File: config.mk
export PLATFORM = sky130hd
export DESIGN_NAME = fopalu_core
export DESIGN_NICKNAME = d
export VERILOG_FILES = /design/src/fopalu_pkg.sv /design/src/fopalu_core.sv /design/src/fopalu_decode.sv
export SDC_FILE = /design/constraint.sdc
export NUM_CORES = 1
export LEC_CHECK = 0
export BUFFER_PORTS_ARGS = -buffer_cell sky130_fd_sc_hd__buf_2
export CAP_MARGIN = 5
export CORE_MARGIN = 2
export CORE_UTILIZATION = 50
export CTS_CLUSTER_DIAMETER = 200
export DETAILED_ROUTE_END_ITERATION = 8
export PLACE_DENSITY = 0.75
export SKIP_CTS_REPAIR_TIMING = 1
export SKIP_LAST_GASP = 1
export SLEW_MARGIN = 40
export SYNTH_ARGS = -nofsm -noshare
export SYNTH_HDL_FRONTEND = slang
export SYNTH_SLANG_ARGS = --single-unit
File: constraint.sdc
create_clock -name clk -period 2.85 [get_ports clk]
set_input_delay 0.4275 -clock clk [delete_from_list [all_inputs] [get_ports clk]]
set_output_delay 0.4275 -clock clk [all_outputs]
set_load 0.02 [all_outputs]
File: src/fopalu_pkg.sv
// fopalu_pkg: constants for the file-operand alu subset
// assumes: 12-bit instruction words, 8-bit data, 32 file registers
package fopalu_pkg;
  localparam int INSTR_W    = 12;                 // instruction width
  localparam int DATA_W     = 8;                  // data width
  localparam int ADDR_W     = 5;                  // file index width
  localparam int DEST_BIT   = 5;                  // destination bit position
  localparam int OP6_HI     = 11;                 // six-bit opcode top
  localparam int OP4_HI     = 11;                 // four-bit opcode top
  localparam logic [5:0] OP_COMPLEMENT = 6'h09;   // 0010 01
  localparam logic [5:0] OP_DECREMENT  = 6'h03;   // 0000 11
  localparam logic [5:0] OP_DEC_SKIP   = 6'h0b;   // 0010 11
  localparam logic [5:0] OP_XOR_FILE   = 6'h06;   // 0001 10
  localparam logic [3:0] OP_XOR_LIT    = 4'hf;    // 1111
  localparam logic       DEST_ACC      = 1'b0;    // result to accumulator
  localparam logic       DEST_FILE     = 1'b1;    // result back to file
  localparam logic [7:0] ACC_RESET     = 8'h00;   // accumulator reset value
  localparam logic       ZERO_RESET    = 1'b0;    // zero flag reset value
  // decoded operation
  typedef enum logic [5:0] {
    FOPALU_NONE = 6'b000001,
    FOPALU_CMPL = 6'b000010,
    FOPALU_DECR = 6'b000100,
    FOPALU_DSKZ = 6'b001000,
    FOPALU_XLIT = 6'b010000,
    FOPALU_XFIL = 6'b100000
  } fopalu_op_type;
endpackage

File: src/fopalu_core.sv
// fopalu_core: executes complement, decrement, decrement-skip and xor ops
// assumes: fetch unit presents one word per cycle with a valid strobe; the
// register file returns the addressed byte combinationally on file_rdata
// assumes: reset is synchronous and active high; the fetch unit keeps a
// file-reading word out of the cycle in which file_we is high
// Functional notes
// [RULE1] 0010 01df ffff complements file register
// [RULE2] d=0 writes accumulator, d=1 writes file
// [RULE3] 0000 11df ffff decrements file register
// [RULE4] 0010 11df ffff decrements, leaves status untouched
// [RULE5] zero result discards prefetched word, two cycles
// [RULE6] 1111 kkkk kkkk xors literal into accumulator
// [RULE7] 0001 10df ffff xors accumulator with file
// [RULE8] zero flag from result; one cycle each
`timescale 1ns/1ps
module fopalu_core (
  input  wire logic        clk,          // core clock
  input  wire logic        reset,        // synchronous, active high
  input  wire logic        instr_valid,  // instruction word present
  input  wire logic [11:0] instr,        // instruction word
  input  wire logic [7:0]  file_rdata,   // addressed file register value
  output logic [4:0]       file_addr,    // file register index
  output logic             file_we,      // one-cycle file write strobe
  output logic [7:0]       file_wdata,   // file write data
  output logic [7:0]       acc,          // accumulator
  output logic             zero_flag,    // zero status flag
  output logic             skip,         // pulse: prefetched word discarded
  output logic             busy          // level: executing a skip nop
);
  fopalu_pkg::fopalu_op_type op;        // decoded op
  logic                      dest;      // destination bit
  logic [4:0]                index;     // file index
  logic [7:0]                literal;   // immediate
  logic [7:0]                result;    // alu result
  logic                      touch_z;   // op updates zero flag
  logic                      exec;      // op executes this cycle
  logic [7:0]                acc_q;     // accumulator
  logic [7:0]                acc_d;     // next accumulator
  logic                      z_q;       // zero flag
  logic                      z_d;       // next zero flag
  logic                      we_q;      // file write strobe
  logic                      we_d;      // next write strobe
  logic [7:0]                wd_q;      // file write data
  logic [7:0]                wd_d;      // next write data
  logic [4:0]                fa_q;      // file write index
  logic [4:0]                fa_d;      // next write index
  logic                      sk_q;      // skip cycle in progress
  logic                      sk_d;      // next skip state

  // true when the result lands in the accumulator rather than the file
  function automatic logic writes_acc(input fopalu_pkg::fopalu_op_type o, input logic d);
    return (o == fopalu_pkg::FOPALU_XLIT) || (d == fopalu_pkg::DEST_ACC);
  endfunction

  // the file index comes straight from the word so rdata is ready this cycle
  fopalu_decode u_dec (
    .instr   (instr),
    .op      (op),
    .dest    (dest),
    .index   (index),
    .literal (literal)
  );

  // refuse package widths that the fixed port widths cannot carry
  if (fopalu_pkg::INSTR_W != 12 || fopalu_pkg::DATA_W != 8
      || fopalu_pkg::ADDR_W != 5) begin : g_width_check
    $error("package widths do not match the port widths");
  end

  // alu: compute result per operation
  // the zero test of the result is shared by every op that touches the flag
  always_comb begin
    result  = 8'h00;
    touch_z = 1'b0;
    case (op)
      fopalu_pkg::FOPALU_CMPL: begin
        result  = ~file_rdata;                    // see [RULE1]
        touch_z = 1'b1;
      end
      fopalu_pkg::FOPALU_DECR: begin
        result  = file_rdata - 8'h01;             // see [RULE3]
        touch_z = 1'b1;
      end
      fopalu_pkg::FOPALU_DSKZ: begin
        result  = file_rdata - 8'h01;             // flag untouched, see [RULE4]
      end
      fopalu_pkg::FOPALU_XLIT: begin
        result  = acc_q ^ literal;                // see [RULE6]
        touch_z = 1'b1;
      end
      fopalu_pkg::FOPALU_XFIL: begin
        result  = acc_q ^ file_rdata;             // see [RULE7]
        touch_z = 1'b1;
      end
      default: begin
        result  = 8'h00;                          // op outside subset
      end
    endcase
  end

  // next state: the word during a skip cycle is the discarded one
  always_comb begin
    exec  = instr_valid && !sk_q;                 // nop replaces it, see [RULE5]
    acc_d = acc_q;
    z_d   = z_q;
    we_d  = 1'b0;
    wd_d  = result;
    fa_d  = index;
    sk_d  = 1'b0;
    // unknown opcodes and idle cycles leave the accumulator and zero flag as they were
    if (exec && op != fopalu_pkg::FOPALU_NONE) begin
      if (touch_z) begin
        z_d = (result == 8'h00);                  // see [RULE8]
      end
      if (writes_acc(op, dest)) begin
        acc_d = result;                           // see [RULE2]
      end else begin
        we_d = 1'b1;                              // write back, see [RULE2]
      end
      if (op == fopalu_pkg::FOPALU_DSKZ && result == 8'h00) begin
        sk_d = 1'b1;                              // second cycle, see [RULE5]
      end
    end
  end

  // register all state
  // reset is synchronous, so outputs are clean from the first edge on
  always_ff @(posedge clk) begin
    if (reset) begin
      acc_q <= fopalu_pkg::ACC_RESET;
      z_q   <= fopalu_pkg::ZERO_RESET;
      we_q  <= 1'b0;
      wd_q  <= 8'h00;
      fa_q  <= 5'h00;
      sk_q  <= 1'b0;
    end else begin
      acc_q <= acc_d;
      z_q   <= z_d;
      we_q  <= we_d;
      wd_q  <= wd_d;
      fa_q  <= fa_d;
      sk_q  <= sk_d;
    end
  end

  // file_addr for the read is the live index; the write uses the registered one
  // hazard: a word that reads a file register in a write cycle sees the write
  // index instead, so the fetch side must not place one there
  assign file_addr  = we_q ? fa_q : index;
  assign file_we    = we_q;
  assign file_wdata = wd_q;
  assign acc        = acc_q;
  assign zero_flag  = z_q;
  assign skip       = sk_q;
  assign busy       = sk_q;

  // checks: each result is seen one cycle after the word is taken
  a_cmpl_result: assert property (@(posedge clk) disable iff (reset) // see [RULE1]
    (exec && op == fopalu_pkg::FOPALU_CMPL && !dest)
    |=> acc == ~$past(file_rdata))
    else $error("complement result wrong");
  a_cmpl_file: assert property (@(posedge clk) disable iff (reset) // see [RULE1]
    (exec && op == fopalu_pkg::FOPALU_CMPL && dest)
    |=> file_we && file_wdata == ~$past(file_rdata))
    else $error("complement write-back wrong");
  a_dest_file: assert property (@(posedge clk) disable iff (reset) // see [RULE2]
    (exec && dest && op inside {fopalu_pkg::FOPALU_CMPL, fopalu_pkg::FOPALU_DECR,
     fopalu_pkg::FOPALU_DSKZ, fopalu_pkg::FOPALU_XFIL})
    |=> file_we && $stable(acc))
    else $error("file destination not honoured");
  a_dest_acc: assert property (@(posedge clk) disable iff (reset) // see [RULE2]
    (exec && op != fopalu_pkg::FOPALU_NONE && writes_acc(op, dest))
    |=> !file_we)
    else $error("accumulator destination wrote the file");
  a_dec_result: assert property (@(posedge clk) disable iff (reset) // see [RULE3]
    (exec && op == fopalu_pkg::FOPALU_DECR && dest)
    |=> file_wdata == $past(file_rdata) - 8'h01)
    else $error("decrement result wrong");
  a_dec_acc: assert property (@(posedge clk) disable iff (reset) // see [RULE3]
    (exec && op == fopalu_pkg::FOPALU_DECR && !dest)
    |=> acc == $past(file_rdata) - 8'h01)
    else $error("decrement into accumulator wrong");
  a_dskz_flag: assert property (@(posedge clk) disable iff (reset) // see [RULE4]
    (exec && op == fopalu_pkg::FOPALU_DSKZ) |=> $stable(zero_flag))
    else $error("decrement-skip changed zero flag");
  a_dskz_result: assert property (@(posedge clk) disable iff (reset) // see [RULE4]
    (exec && op == fopalu_pkg::FOPALU_DSKZ)
    |=> (file_we ? file_wdata : acc) == $past(file_rdata) - 8'h01)
    else $error("decrement-skip result wrong");
  a_skip_zero: assert property (@(posedge clk) disable iff (reset) // see [RULE5]
    (exec && op == fopalu_pkg::FOPALU_DSKZ && file_rdata == 8'h01)
    |=> skip ##1 !skip)
    else $error("skip not taken for one cycle");
  a_skip_nonzero: assert property (@(posedge clk) disable iff (reset) // see [RULE5]
    (exec && op == fopalu_pkg::FOPALU_DSKZ && file_rdata != 8'h01)
    |=> !skip)
    else $error("skip taken on a nonzero result");
  a_skip_drop: assert property (@(posedge clk) disable iff (reset) // see [RULE5]
    skip |=> !file_we && $stable(acc) && $stable(zero_flag))
    else $error("discarded word changed state");
  a_skip_once: assert property (@(posedge clk) disable iff (reset) // see [RULE5]
    skip |=> !skip && !busy)
    else $error("skip held longer than one cycle");
  a_xlit_acc: assert property (@(posedge clk) disable iff (reset) // see [RULE6]
    (exec && op == fopalu_pkg::FOPALU_XLIT)
    |=> acc == ($past(acc) ^ $past(instr[7:0])) && !file_we)
    else $error("literal xor wrong");
  a_xfil_acc: assert property (@(posedge clk) disable iff (reset) // see [RULE7]
    (exec && op == fopalu_pkg::FOPALU_XFIL && !dest)
    |=> acc == ($past(acc) ^ $past(file_rdata)))
    else $error("file xor wrong");
  a_xfil_file: assert property (@(posedge clk) disable iff (reset) // see [RULE7]
    (exec && op == fopalu_pkg::FOPALU_XFIL && dest)
    |=> file_wdata == ($past(acc) ^ $past(file_rdata)))
    else $error("file xor write-back wrong");
  a_zero_flag: assert property (@(posedge clk) disable iff (reset) // see [RULE8]
    (exec && touch_z) |=> zero_flag == ($past(result) == 8'h00))
    else $error("zero flag wrong");

  // scenarios that the random stream should reach
  c_skip: cover property (@(posedge clk) disable iff (reset) skip);
  c_write: cover property (@(posedge clk) disable iff (reset) file_we);
  c_zero: cover property (@(posedge clk) disable iff (reset) $rose(zero_flag));
  c_skip_write: cover property (@(posedge clk) disable iff (reset) skip && file_we);
  c_xlit_taken: cover property (@(posedge clk) disable iff (reset)
    exec && op == fopalu_pkg::FOPALU_XLIT);
endmodule // fopalu_core

File: src/fopalu_decode.sv
// fopalu_decode: combinational decode of one instruction word
// assumes: word is stable while valid; fields defined in fopalu_pkg
`timescale 1ns/1ps
module fopalu_decode (
  input  wire logic [11:0]             instr,    // instruction word
  output fopalu_pkg::fopalu_op_type    op,       // decoded operation
  output logic                         dest,     // destination bit
  output logic [4:0]                   index,    // file register index
  output logic [7:0]                   literal   // immediate byte
);
  // pick the operation from the opcode fields
  always_comb begin
    dest    = instr[fopalu_pkg::DEST_BIT];
    index   = instr[4:0];
    literal = instr[7:0];
    if (instr[fopalu_pkg::OP4_HI -: 4] == fopalu_pkg::OP_XOR_LIT) begin
      op = fopalu_pkg::FOPALU_XLIT;                                 // see [RULE6]
    end else begin
      case (instr[fopalu_pkg::OP6_HI -: 6])
        fopalu_pkg::OP_COMPLEMENT: op = fopalu_pkg::FOPALU_CMPL;    // see [RULE1]
        fopalu_pkg::OP_DECREMENT:  op = fopalu_pkg::FOPALU_DECR;    // see [RULE3]
        fopalu_pkg::OP_DEC_SKIP:   op = fopalu_pkg::FOPALU_DSKZ;    // see [RULE4]
        fopalu_pkg::OP_XOR_FILE:   op = fopalu_pkg::FOPALU_XFIL;    // see [RULE7]
        default:                   op = fopalu_pkg::FOPALU_NONE;    // not in this subset
      endcase
    end
  end
endmodule // fopalu_decode

After elaboration in Yosys (flattened, before gate mapping)

Cells that the tools add are included.

Output and inout port bits: 25
Flip-flop bits (word level): 24
Word-level logic and storage cells: 41
Input bits: 23

Multiplexer cells: 7
Reduce and logical (&&, ||, !) cells: 11
Bitwise operators: 5
Equal/unequal tests: 11
Add/sub/neg operators: 1

Operator list:

| cell                  | number |
|---|---|
| $pmux W8 S4           | 1 |
| $pmux W6 S4           | 1 |
| $eq A6 B4 Y1 const B  | 3 |
| $xor A8 B8 Y8         | 2 |
| $eq A6 B2 Y1 const B  | 2 |
| $eq A6 B3 Y1 const B  | 2 |
| $logic_not A8 Y1      | 1 |
| $not A8 Y8            | 1 |
| $sub A8 B1 Y8 const B | 1 |
| $eq A6 B5 Y1 const B  | 1 |
| $eq A6 B6 Y1 const B  | 1 |
| $mux W6               | 1 |
| $ne A6 B1 Y1 const B  | 1 |
| $mux W5               | 1 |
| $eq A4 B4 Y1 const B  | 1 |
| $reduce_and A2 Y1     | 2 |
| $reduce_or A2 Y1      | 2 |
| $reduce_or A4 Y1      | 1 |
| $logic_and A1 B1 Y1   | 3 |
| $mux W1               | 3 |
| $not A1 Y1            | 2 |
| $logic_not A1 Y1      | 1 |
| $logic_or A1 B1 Y1    | 1 |

Depth between registers and ports, before layout

Gate-level depths: netlist (run 1).

Depth after elaboration: 9
Gate-level depth with buffers: 8
Gate-level depth less buffers: 8

By module

A second synthesis (run 1) with hierarchy kept.

Cells, all modules: 199
Area total of the unflattened synthesis: 1670.4 µm²

Modules (own cells, without submodules):

| module        | instances | sequential area each (µm²) | cells each | area an instance (µm²) |
|---|---|---|---|---|
| fopalu_core   | 1         | 480.5                      | 169        | 1481.4 |
| fopalu_decode | 1         | 0.0                        | 30         | 188.9 |

Least setup slack after synthesis (run 1)

Ideal clock, no wire load.

Kind: input to register
From: input file_rdata[2]
To: register z_q (netlist: zero_flag)
Path buffers: 1
Setup slack: 0.664 ns
Library setup time: 0.087 ns
Data required time: 2.763 ns
Stages on the path: 7
Arrival time: 2.099 ns
Path through: buf_2 -> or3_1 -> nor3_1 -> xnor2_1 -> o221ai_2 -> or4_1 -> o31ai_1

Cells in the longest elaborated chain, start to end: 3
Elaborated cells on any way between the ends: 5
Those cells by class: 1 x add/sub; 1 x mux; 2 x bitwise; 1 x reduce/logical

Ends and longest elaborated chain:

| what                                  | RTL line                             | source |
|---|---|---|
| start: declaration                    | fopalu_core.sv:21                    | `input wire logic [7:0] file_rdata,` |
| $sub A8 B1 Y8 (tied with other cells) | fopalu_core.sv:81, fopalu_core.sv:85 |  |
| $pmux W8 S4 (*)                       | fopalu_core.sv:75                    | `case (op)` |
| $logic_not A8 Y1 (*)                  | fopalu_core.sv:113                   | `z_d = (result == 8'h00);` |
| end signal: assignment                | fopalu_core.sv:131                   | `z_q <= fopalu_pkg::ZERO_RESET;` |
| end signal: assignment                | fopalu_core.sv:138                   | `z_q <= z_d;` |
| end: declaration                      | fopalu_core.sv:39                    | `logic z_q;` |

Every way passes the cells marked *; elsewhere a longest branch is shown, timed or not.
A chain may end at the register's enable or synchronous reset.

Worst setup path in the final report (run 1)

From: input file_rdata[0]
To: register z_q (netlist: zero_flag)

Same word-level chain as after synthesis.

==> results of run 1 <==
==> worst max-delay path, delay by kind of cell <==
kind	cells	cell delay, ps
AND/OR/NAND/NOR	1	580
buffers and inverters	3	290
adder cells (fa/ha/maj)	1	190
AO/OA/AOI/OAI	4	950
==> cells by family (layout without fill, tap and decap cells) <==
family          count (synthesis)  in the layout
simple gates                   68             68
fa+ha+maj                       1              1
buf+inv                        16             61
mux                             6              6
compound gates                 40             40
xor+xnor                       11             11
flops                          24             24
==> placed cells by master, fill, tap and decap left out, types with 3 or more instances in the layout <==
cell type,instances
or4_1,3
nor3b_1,3
or3_1,3
nor3_1,9
clkbuf_4,3
xnor2_1,6
nor2_1,19
xor2_1,5
a21oi_1,6
buf_4,4
buf_2,47
dfxtp_1,24
nor2b_1,11
inv_1,7
o21ai_0,3
a32oi_1,3
mux2_2,5
nand3_1,3
a211oi_1,6
o22ai_1,5
o31ai_1,3
==> per-stage QoR <==
step / instances / utilization / total power, mW / cell area (sq um) / setup WS [ps]
2_1_floorplan: 166 / - / 0.442 / 1460 / 664
3_3_place_gp: 239 / 0.617 / 0.488 / 1700 / 509
3_5_place_dp: 239 / 0.617 / 0.493 / 1700 / 352
4_1_cts: 242 / 0.625 / 0.639 / 1720 / 664
5_1_grt: 242 / 0.625 / 0.664 / 1720 / 530
6_report: 242 / 0.625 / 0.638 / 1720 / 645
==> layer usage <==
layer / GRT usage / up-vias / share of wire
li1: - / 712 / -
met1: 0.311 / 697 / 0.41
met2: 0.407 / 74 / 0.50
met3: 0.0424 / 3 / 0.084
met4: 0.0299 / 0 / 0.0046
met5: 0 / - / 0
==> flip-flops by register name (all words and copies together) (netlist names) <==
signal,cells
file_we,1
zero_flag,1
busy,1
acc,8
file_wdata,8
fa_q,5
==> final timing paths <==
path                                          start                      to  slack (ps)  depth (start not counted)
worst min register to register  acc[6]$_SDFFE_PP0P_     acc[6]$_SDFFE_PP0P_         540                          2
worst max-delay path                  file_rdata[0]  zero_flag$_SDFFE_PP0P_         650                          9
worst max register to register  acc[3]$_SDFFE_PP0P_  zero_flag$_SDFFE_PP0P_        1100                          5
worst min-delay path                       instr[1]      fa_q[1]$_SDFF_PP0_         350                          2
==> power by group through the flow <==
stage	logic, mW	registers, mW	clock network [mW]
floorplan	0.0778	0.365	0
global placement	0.131	0.357	0
detailed placement	0.135	0.358	0
CTS	0.136	0.351	0.153
global route	0.148	0.352	0.164
finish	0.136	0.350	0.151
==> cell type report <==
| cell class | instances | area, sq um |
|---|---|---|
| inverters | 7 | 26.3 |
| multi-input cells | 126 | 890 |
| fillers | 255 | 1030 |
| repair buffers | 51 | 265 |
| well taps | 31 | 38.8 |
| clock buffers | 3 | 22.5 |
| flip-flops and latches | 24 | 480 |
==> flow_results.org, run 1 <==
** Timing
- After routing, the total negative slack on setup checks comes to 0 ps.
- In this run the tightest slew margin relative to its limit is 0.537.
- Setup repair after global routing missed its margin :: no
- Setup-violating endpoint count in the final report :: 0
- Measured slew at the worst slew-check pin :: just under 700 ps
- Final Hold Slack :: between 300 and 400 ps
- Max Clock Freq :: 454 MHz
- Final period utilization :: 0.774
- Clk_skew :: around 0.9 ps
- The final count of hold timing violations is 0.
- Subtracting the final worst setup slack from the clock period gives between 2000 and 2500 ps.
- Count of final max-slew check failures :: 0

** Clocking
- H-Tree Depth :: 1
- TritonCTS buffer count :: 3
- Clock tree synthesis selected as its root buffer the cell clkbuf_4.
- Clock Latency Late Sink :: around 320 ps
- Sink Count :: 24
- Clock edge transition at the registers on the reported setup and hold paths :: 120 ps
- Clock tree from TritonCTS :: yes
- Clock Path Buffers :: 2

** Logic synthesis
- After synthesis, the largest family of logic cells by area is simple AND/OR/NAND/NOR gates.
- For this run, the leading register cell type out of synthesis is dfxtp_1.
- Counting instances in the post-synthesis netlist gives the leading cell types as 24 x dfxtp_1, 19 x nor2_1, 11 x nor2b_1.
- After synthesis, the share of flip-flops with an asynchronous set or reset is 0.
- For this run, the number of Yosys warnings is 0.
- The synthesized design contains 0 enable-type register cells.
- Sequential cell area fraction in the yosys report :: 0.328
- Counting every net in the synthesized netlist gives 190.
- After synthesis, the share of cell area in mux cells is 0.0453.
- Of the post-synthesis cell area, the dominant cell type holds 0.328.
- Cell with the most instances after synthesis :: dfxtp_1
- Area share of and/or/nand/nor cells after synthesis :: 0.276
- Each instance of the synthesized netlist takes up on average 8.81 sq um.
- The largest total area in the synthesized netlist belongs to dfxtp_1.
- Area share of fa/ha/maj cells after synthesis :: 0.00855
- Yosys attributes the largest share of cell area to dfxtp_1 33%, nor2_1 4.9%, nor2b_1 4.7%.
- Number of synthesized register bits :: 24
- The fraction of the mapped netlist area in compound gates came to 0.212.
- The cell count after synthesis came out at roughly 170.
- Counting distinct cell types in the post-synthesis netlist gives just over 50.
- Netlist area before placement :: 0.00146 sq mm
- Of the total synthesized cell area, the portion taken by XOR and XNOR cells is 0.0659.

** Global routing
- Largest net degree at the start of global routing :: 24
- The number of antenna violations at the first check in global routing was 0.
- Vias in the first global route :: between 1000 and 1500
- The first global-routing pass estimated 6220 microns of wire.
- Across every metal layer, demand over resource in global routing totals 0.234.
- GRT overflow :: 0

** Power
- Switching power of the nets :: around 190 uW
- Power density over cell area :: around 370 mW/mm^2
- VDD sags by at most ~0.00036 V.
- Switching part of the total power :: 0.297
- Reg power frac :: 0.549
- Clock share of power :: 0.237
- Cell internal pwr :: approximately 450 uW
- Standby leakage power :: 0.746 nW
- Combinational cell fraction of total power :: 0.214

** Detailed routing
- In the routed design, unresolved DRC markers number 0.
- Vias after detailed routing :: ~1500
- The detail route stage leaves a number of antenna-violating nets equal to 0.
- Average vias per placed instance :: ~6.1
- The final layout contains routed wiring with a total length of just under 4000 microns.
- Number of design-rule violations left by the first detailed-router iteration :: 38
- The first detailed-routing pass took 5 iterations.
- Routed length per instance :: approximately 16 microns

** Layout
- Final Net Count :: 237
- Synth-to-Final Area Change :: 17.8%
- In the final layout, the share of cells above drive strength 1 is 0.313.
- ANT cells :: 0

** Floorplanning
- Die width :: ~58 microns
- In this run the vertical extent of the chip is between 50 and 60 microns.
- For this configuration, the core starts out at a cell density of 0.530.
- Placeable core region :: roughly 0.0028 sq mm
- The die covers approximately 0.0034 sq mm.
- In this run the count of I/O pins placed on the die edge is 48.
- The floorplan has 19 rows.

** Critical path
- Critical-path cell list :: buf_2, inv_1, ha_1, inv_1, o31ai_1, a311oi_1, or4_4, a2111o_1, o31ai_1
- Data arrival, critical path :: roughly 2400 ps
- STA classifies the critical path startpoint as an input pin.
- Critical setup path kind :: input pin to register
- Along the worst path, the maximum fanout reaches 6.
- Crit-path slowest cell :: or4_4
- Required time at the endpoint of the critical path :: slightly above 3000 ps
- For this run, the slowest stage of the critical path takes around 580 ps.
- STA classifies the critical path endpoint as a register.

** Placed design
- The congestion estimate from routability-driven global placement came to between 0.9 and 1.
- Summed over all nets, the half-perimeter wirelength after detailed placement is between 2000 and 3000 microns.
- In this run the tool buffered the top-level ports with 47 buffer cells.

** Flow run
- The tool flagged a number of max-cap violations equal to 0.

** Worst hold path
- The path class of the tightest hold or removal check is input pin to register.

** Run status
- Result of the run :: complete, no violations
No activity file was read; power rests on OpenSTA's default activity.
==> run 2: changes to the inputs <==
--- a/config.mk
+++ b/config.mk
@@ -5,13 +5,14 @@
 export SDC_FILE = /design/constraint.sdc
 export NUM_CORES = 1
 export LEC_CHECK = 0
+export ABC_AREA = 1
 export BUFFER_PORTS_ARGS = -buffer_cell sky130_fd_sc_hd__buf_2
 export CAP_MARGIN = 5
 export CORE_MARGIN = 2
-export CORE_UTILIZATION = 50
+export CORE_UTILIZATION = 46
 export CTS_CLUSTER_DIAMETER = 200
 export DETAILED_ROUTE_END_ITERATION = 8
-export PLACE_DENSITY = 0.75
+export PLACE_DENSITY = 0.72
 export SKIP_CTS_REPAIR_TIMING = 1
 export SKIP_LAST_GASP = 1
 export SLEW_MARGIN = 40
==> constraint.sdc (replaced) <==
create_clock -name clk -period 1.9 [get_ports clk]
set_input_delay 0.285 -clock clk [delete_from_list [all_inputs] [get_ports clk]]
set_output_delay 0.285 -clock clk [all_outputs]
set_load 0.02 [all_outputs]
==> run 2 against run 1 <==
Against the previous run: critical path depth is 4 higher; hold slack got worse by 160 ps; sequential power is 50% higher; wire length down 2.4%; clock skew up 1.0 ps; clock-buffer cell count unchanged; sequential share of layout area fell by 2.7 points; critical endpoint unchanged; highest routed layer unchanged; via count grew 9.6%; synthesized cell count is 42% higher; final cell count up 36%.
==> flow_results.org, run 2 <==
** Run status
- Result of the run :: complete, no violations

** Logic synthesis
- Post-synthesis average cell area :: 6.69 sq um (-24%)
- The count of flip-flops with a built-in enable after synthesis was 0 (unchanged).
- Cell with the most instances after synthesis :: nand2_1
- The sequential element share of the synthesized area came to 0.305 (-0.0240).
- Synthesized netlist net count :: 260 (+37%)
- Synth Warn # :: 0 (unchanged)
- The post-synthesis share of cell area spent on full adders, half adders and majority gates came to 0.00793 (-0.000624).
- Synthesized-area fraction occupied by ao, oa, aoi and oai cells :: 0.125 (-0.0868)
- The synthesized-area fraction occupied by and/or/nand/nor cells came to 0.454 (+0.178).
- The synthesized-area fraction occupied by xor and xnor cells is 0 (-0.0659).
- By area, the combinational part of the netlist is dominated by simple AND/OR/NAND/NOR gates.
- The mux cell area share after synthesis is 0 (-0.0453).
- dfxtp_1 takes more of the synthesized area than any other cell.
- The post-synthesis cell type count was 29 (-43%).
- Top cells by instance count after synthesis :: 51 x nand2_1, 30 x nor2_1, 29 x inv_1
- Cells after Synth :: 236 (+42%)
- By area the synthesized netlist is led by dfxtp_1 30%, nand2_1 12%, nor2_1 7.1%.
- The flip-flop and latch count after synthesis was 24 (unchanged).
- The share of async-settable or async-resettable flops after synthesis was 0 (unchanged).
- In the synthesized netlist the dominant register cell turns out to be dfxtp_1.
- The post-synthesis instance area was 0.00158 sq mm (+7.9%).
- Top-area cell type share of the netlist area :: 0.305 (-0.0240)

** Detailed routing
- Number of design-rule violations left by the first detailed-router iteration :: 89 (+130%)
- Total Routed Length :: 3830 microns (-2.4%)
- Length of the first detailed-routing pass in iterations :: 4 (-1)
- The average detailed-routed wire length per instance came to 11.6 microns (-28%).
- Average vias per placed instance :: 4.93 (-20%)
- Number of nets with antenna violations after detailed routing :: 0 (unchanged)
- Vias after detailed routing :: 1628 (+9.6%)
- Residual DRC count :: 0 (unchanged)

** Timing
- The clock period could shrink to 1530 ps.
- The worst relative slew slack is 0.696 (+0.159).
- Of the available clock period, the critical path in the final layout requires 0.807.
- Measured slew at the worst slew-check pin :: 455 ps (-233 ps)
- Clk_skew :: 1.90 ps (+0.998 ps)
- Count of final max-slew check failures :: 0 (unchanged)
- Setup-violating endpoint count in the final report :: 0 (unchanged)
- The aggregate negative setup slack is 0 ps (unchanged).
- Max Clock Freq :: 652 MHz
- Setup repair after global routing missed its margin :: no
- The final count of hold timing violations came to 0 (unchanged).

** Placed design
- Final GP Congestion :: 0.833 (-16%)
- The count of buffers inserted at the top-level ports was 47 (unchanged).
- The HPWL reported at the end of detailed placement is 3070 microns (+5.1%).
- Placed Cells incl. Taps :: 326 (+36%)
- The standard cell area after detailed placement came to 0.00186 sq mm (+9.1%).

** Clocking
- The number of sinks driven by the clock tree was 24 (unchanged).
- TritonCTS buffer count :: 3 (unchanged)
- Clock root buffer :: clkbuf_4
- Clock Path Buffers :: 2 (unchanged)
- TritonCTS built the clock tree.
- The H-tree depth reported by CTS is 1 (unchanged).
- The clock latency on the worst-skew pair is 320 ps (about the same).
- The clock slew at the register clock pins of the worst setup and hold paths was 130 ps (about the same).

** Critical path
- STA classifies the critical path startpoint as an input pin.
- The critical path data arrival time is 1760 ps (-680 ps).
- The endpoint identified for the worst register-to-register timing path is zero_flag$_SDFFE_PP0P_.
- The setup path with the least slack is of type input pin to register.
- The maximum fanout encountered on the critical timing path was 9 (+3).
- The minimum setup slack among reg-to-reg paths was 700 ps (-400 ps).
- The required time at the worst-slack endpoint is 2130 ps (-950 ps).
- Start of the worst register-to-register path :: acc[4]$_SDFFE_PP0P_
- Depth of the worst register-to-register path :: 9 (+4)
- STA classifies the critical path endpoint as a register.

** Floorplanning
- The cell row count is 21 (+2).
- Die footprint :: 0.00391 sq mm (+16%)
- Top-level I/O count :: 48 (unchanged)
- Placeable core region :: 0.00331 sq mm (+20%)
- Die width :: 62.6 microns (+7.7%)
- The initial standard-cell utilization of the core came to 0.477 (-0.0538).
- Die height :: 62.6 microns (+7.7%)

** Power
- The total internal power is 804 uW (+79%).
- The maximum ir drop on the vdd rail was 0.000425 V (+19%).
- The switching power of the nets is 300 uW (+58%).
- The leakage power total was 0.976 nW (+31%).
- The cell area power density is 579 mW/mm^2 (+56%).
- Clock share of power :: 0.332 (+0.095)
- Reg power frac :: 0.475 (-0.074)
- The part of the total power dissipated in combinational logic was 0.193 (-0.021).
- The switching power as a share of total power is 0.271 (-0.0254).

** Worst hold path
- The cell depth of the worst min-delay path is 3 (+1).
- The path with the worst hold slack has its endpoint at fa_q[3]$_SDFF_PP0_.
- Start point of the worst min-delay path :: instr[3]
- Path class of the lowest-slack min-delay path :: input pin to register

** Layout
- Final Instance Count excl. Fillers :: 330 (+36%)
- Most used cells in the layout excluding fill and tap cells :: 51 x nand2_1, 47 x buf_2, 30 x nor2_1, 29 x inv_1, 24 x dfxtp_1
- FF+latch area :: 480 sq um (unchanged)
- Fraction of final layout cells sized beyond drive strength 1 :: 0.299 (-0.0135)
- Layout Cell Area excl Fill :: 0.00191 sq mm (+11%)
- Leaving out fill and tap cells, the most frequent cell in the layout is nand2_1.
- The number of inserted filler cells in the final layout came to 352 (+38%).
- The area growth from synthesis to layout is 20.9%.
- Final Net Count :: 309 (+30%)
- Area of the multi-input gates :: 927 sq um (+4.2%)
- ANT cells :: 0 (unchanged)

** Global routing
- Global routing usage summed across all routing layers :: 0.212 (-0.0221)
- The number of global-route vias before repair is 1495 (+13%).
- The largest net degree at the start of global routing is 25 (+4.2%).
- The remaining global-route overflow is 0 (unchanged).
- The first-pass GRT wire length came to 6640 microns (+6.9%).
- The number of antenna violations at the first check in global routing is 0 (unchanged).

** Flow run
- Max-capacitance violation count :: 0 (unchanged)
==> run 2: cell types whose count changed in the layout (fill, tap and decap cells not counted), sizes merged, moves of 5 or more <==
cell and delta:
xnor2 -6, nand2 +57, nor2 +13, nand4 +13, o21ai +7, nor3 -6, a21oi +7, inv +25
xor2 -5, nor2b -11, nand3 +25, o22ai -5, mux2 -5
==> run 2: cell type report <==
| type | instances | share of cell area |
|---|---|---|
| clock inverter | 1 | 0.0157 |
| tap | 46 | 0.0302 |
| multi-input combinational | 171 | 0.486 |
| sequential | 24 | 0.252 |
| timing repair buffer | 50 | 0.135 |
| inverter | 35 | 0.0695 |
| clock buffer | 3 | 0.0118 |
==> run 2: critical path, cell delays in order <==
cell and delay [ps]:
buf_2 120, nor2_4 240, nand2_1 90, nor2_1 290, nand3_1 130, o21ai_0 130, inv_2 60, nand2_1 110
nor2_1 60, nand2_1 70, nor2_1 50, nor2_1 90, nor2_1 50
==> run 2: power by group through the flow <==
| stage | sequential, mW | clock [mW] | combinational, mW |
|---|---|---|---|
| final | 0.524 | 0.367 | 0.213 |
| after global routing | 0.527 | 0.399 | 0.240 |
| after CTS | 0.525 | 0.375 | 0.212 |
| after floorplan | 0.546 | 0 | 0.123 |
| after detailed placement | 0.536 | 0 | 0.211 |
| after global placement | 0.535 | 0 | 0.211 |
==> run 2: cells by family (layout without fill, tap and decap cells) <==
family	Yosys count	count (layout)
compound gates	32	32
fa+ha+maj	1	1
buf+inv	41	89
flops	24	24
simple gates	138	138
==> run 2: how the worst max path moves through the flow <==
stage | cells after the start | from | slack (ps) | to
2_1_floorplan | 11 | file_rdata[0] | 400 | zero_flag$_SDFFE_PP0P_
3_3_place_gp | 11 | instr[11] | 60 | zero_flag$_SDFFE_PP0P_
3_5_place_dp | 13 | instr[11] | 60 | zero_flag$_SDFFE_PP0P_
4_1_cts | 13 | instr[11] | 400 | zero_flag$_SDFFE_PP0P_
5_1_grt | 13 | instr[11] | 200 | zero_flag$_SDFFE_PP0P_
6_report | 13 | instr[11] | 370 | zero_flag$_SDFFE_PP0P_
==> run 2: through the flow <==
step                power, mW  hold slack [ps]  utilization  setup WS, ps
CTS                      1.11              194        0.576           399
global route             1.17              192        0.576           203
floorplan               0.669              363            -           399
finish                   1.10              198        0.576           367
global placement        0.746              493        0.560          55.5
detailed placement      0.747              492        0.560          58.2
==> run 2: metal layers <==
| layer | vias up | global-route usage | routed length, microns |
|---|---|---|---|
| met5 | - | 0 | 0 |
| met4 | 0 | 0.0722 | 72 |
| met3 | 8 | 0.0396 | 184 |
| met2 | 42 | 0.353 | 1810 |
| met1 | 707 | 0.276 | 1760 |
| li1 | 871 | - | - |
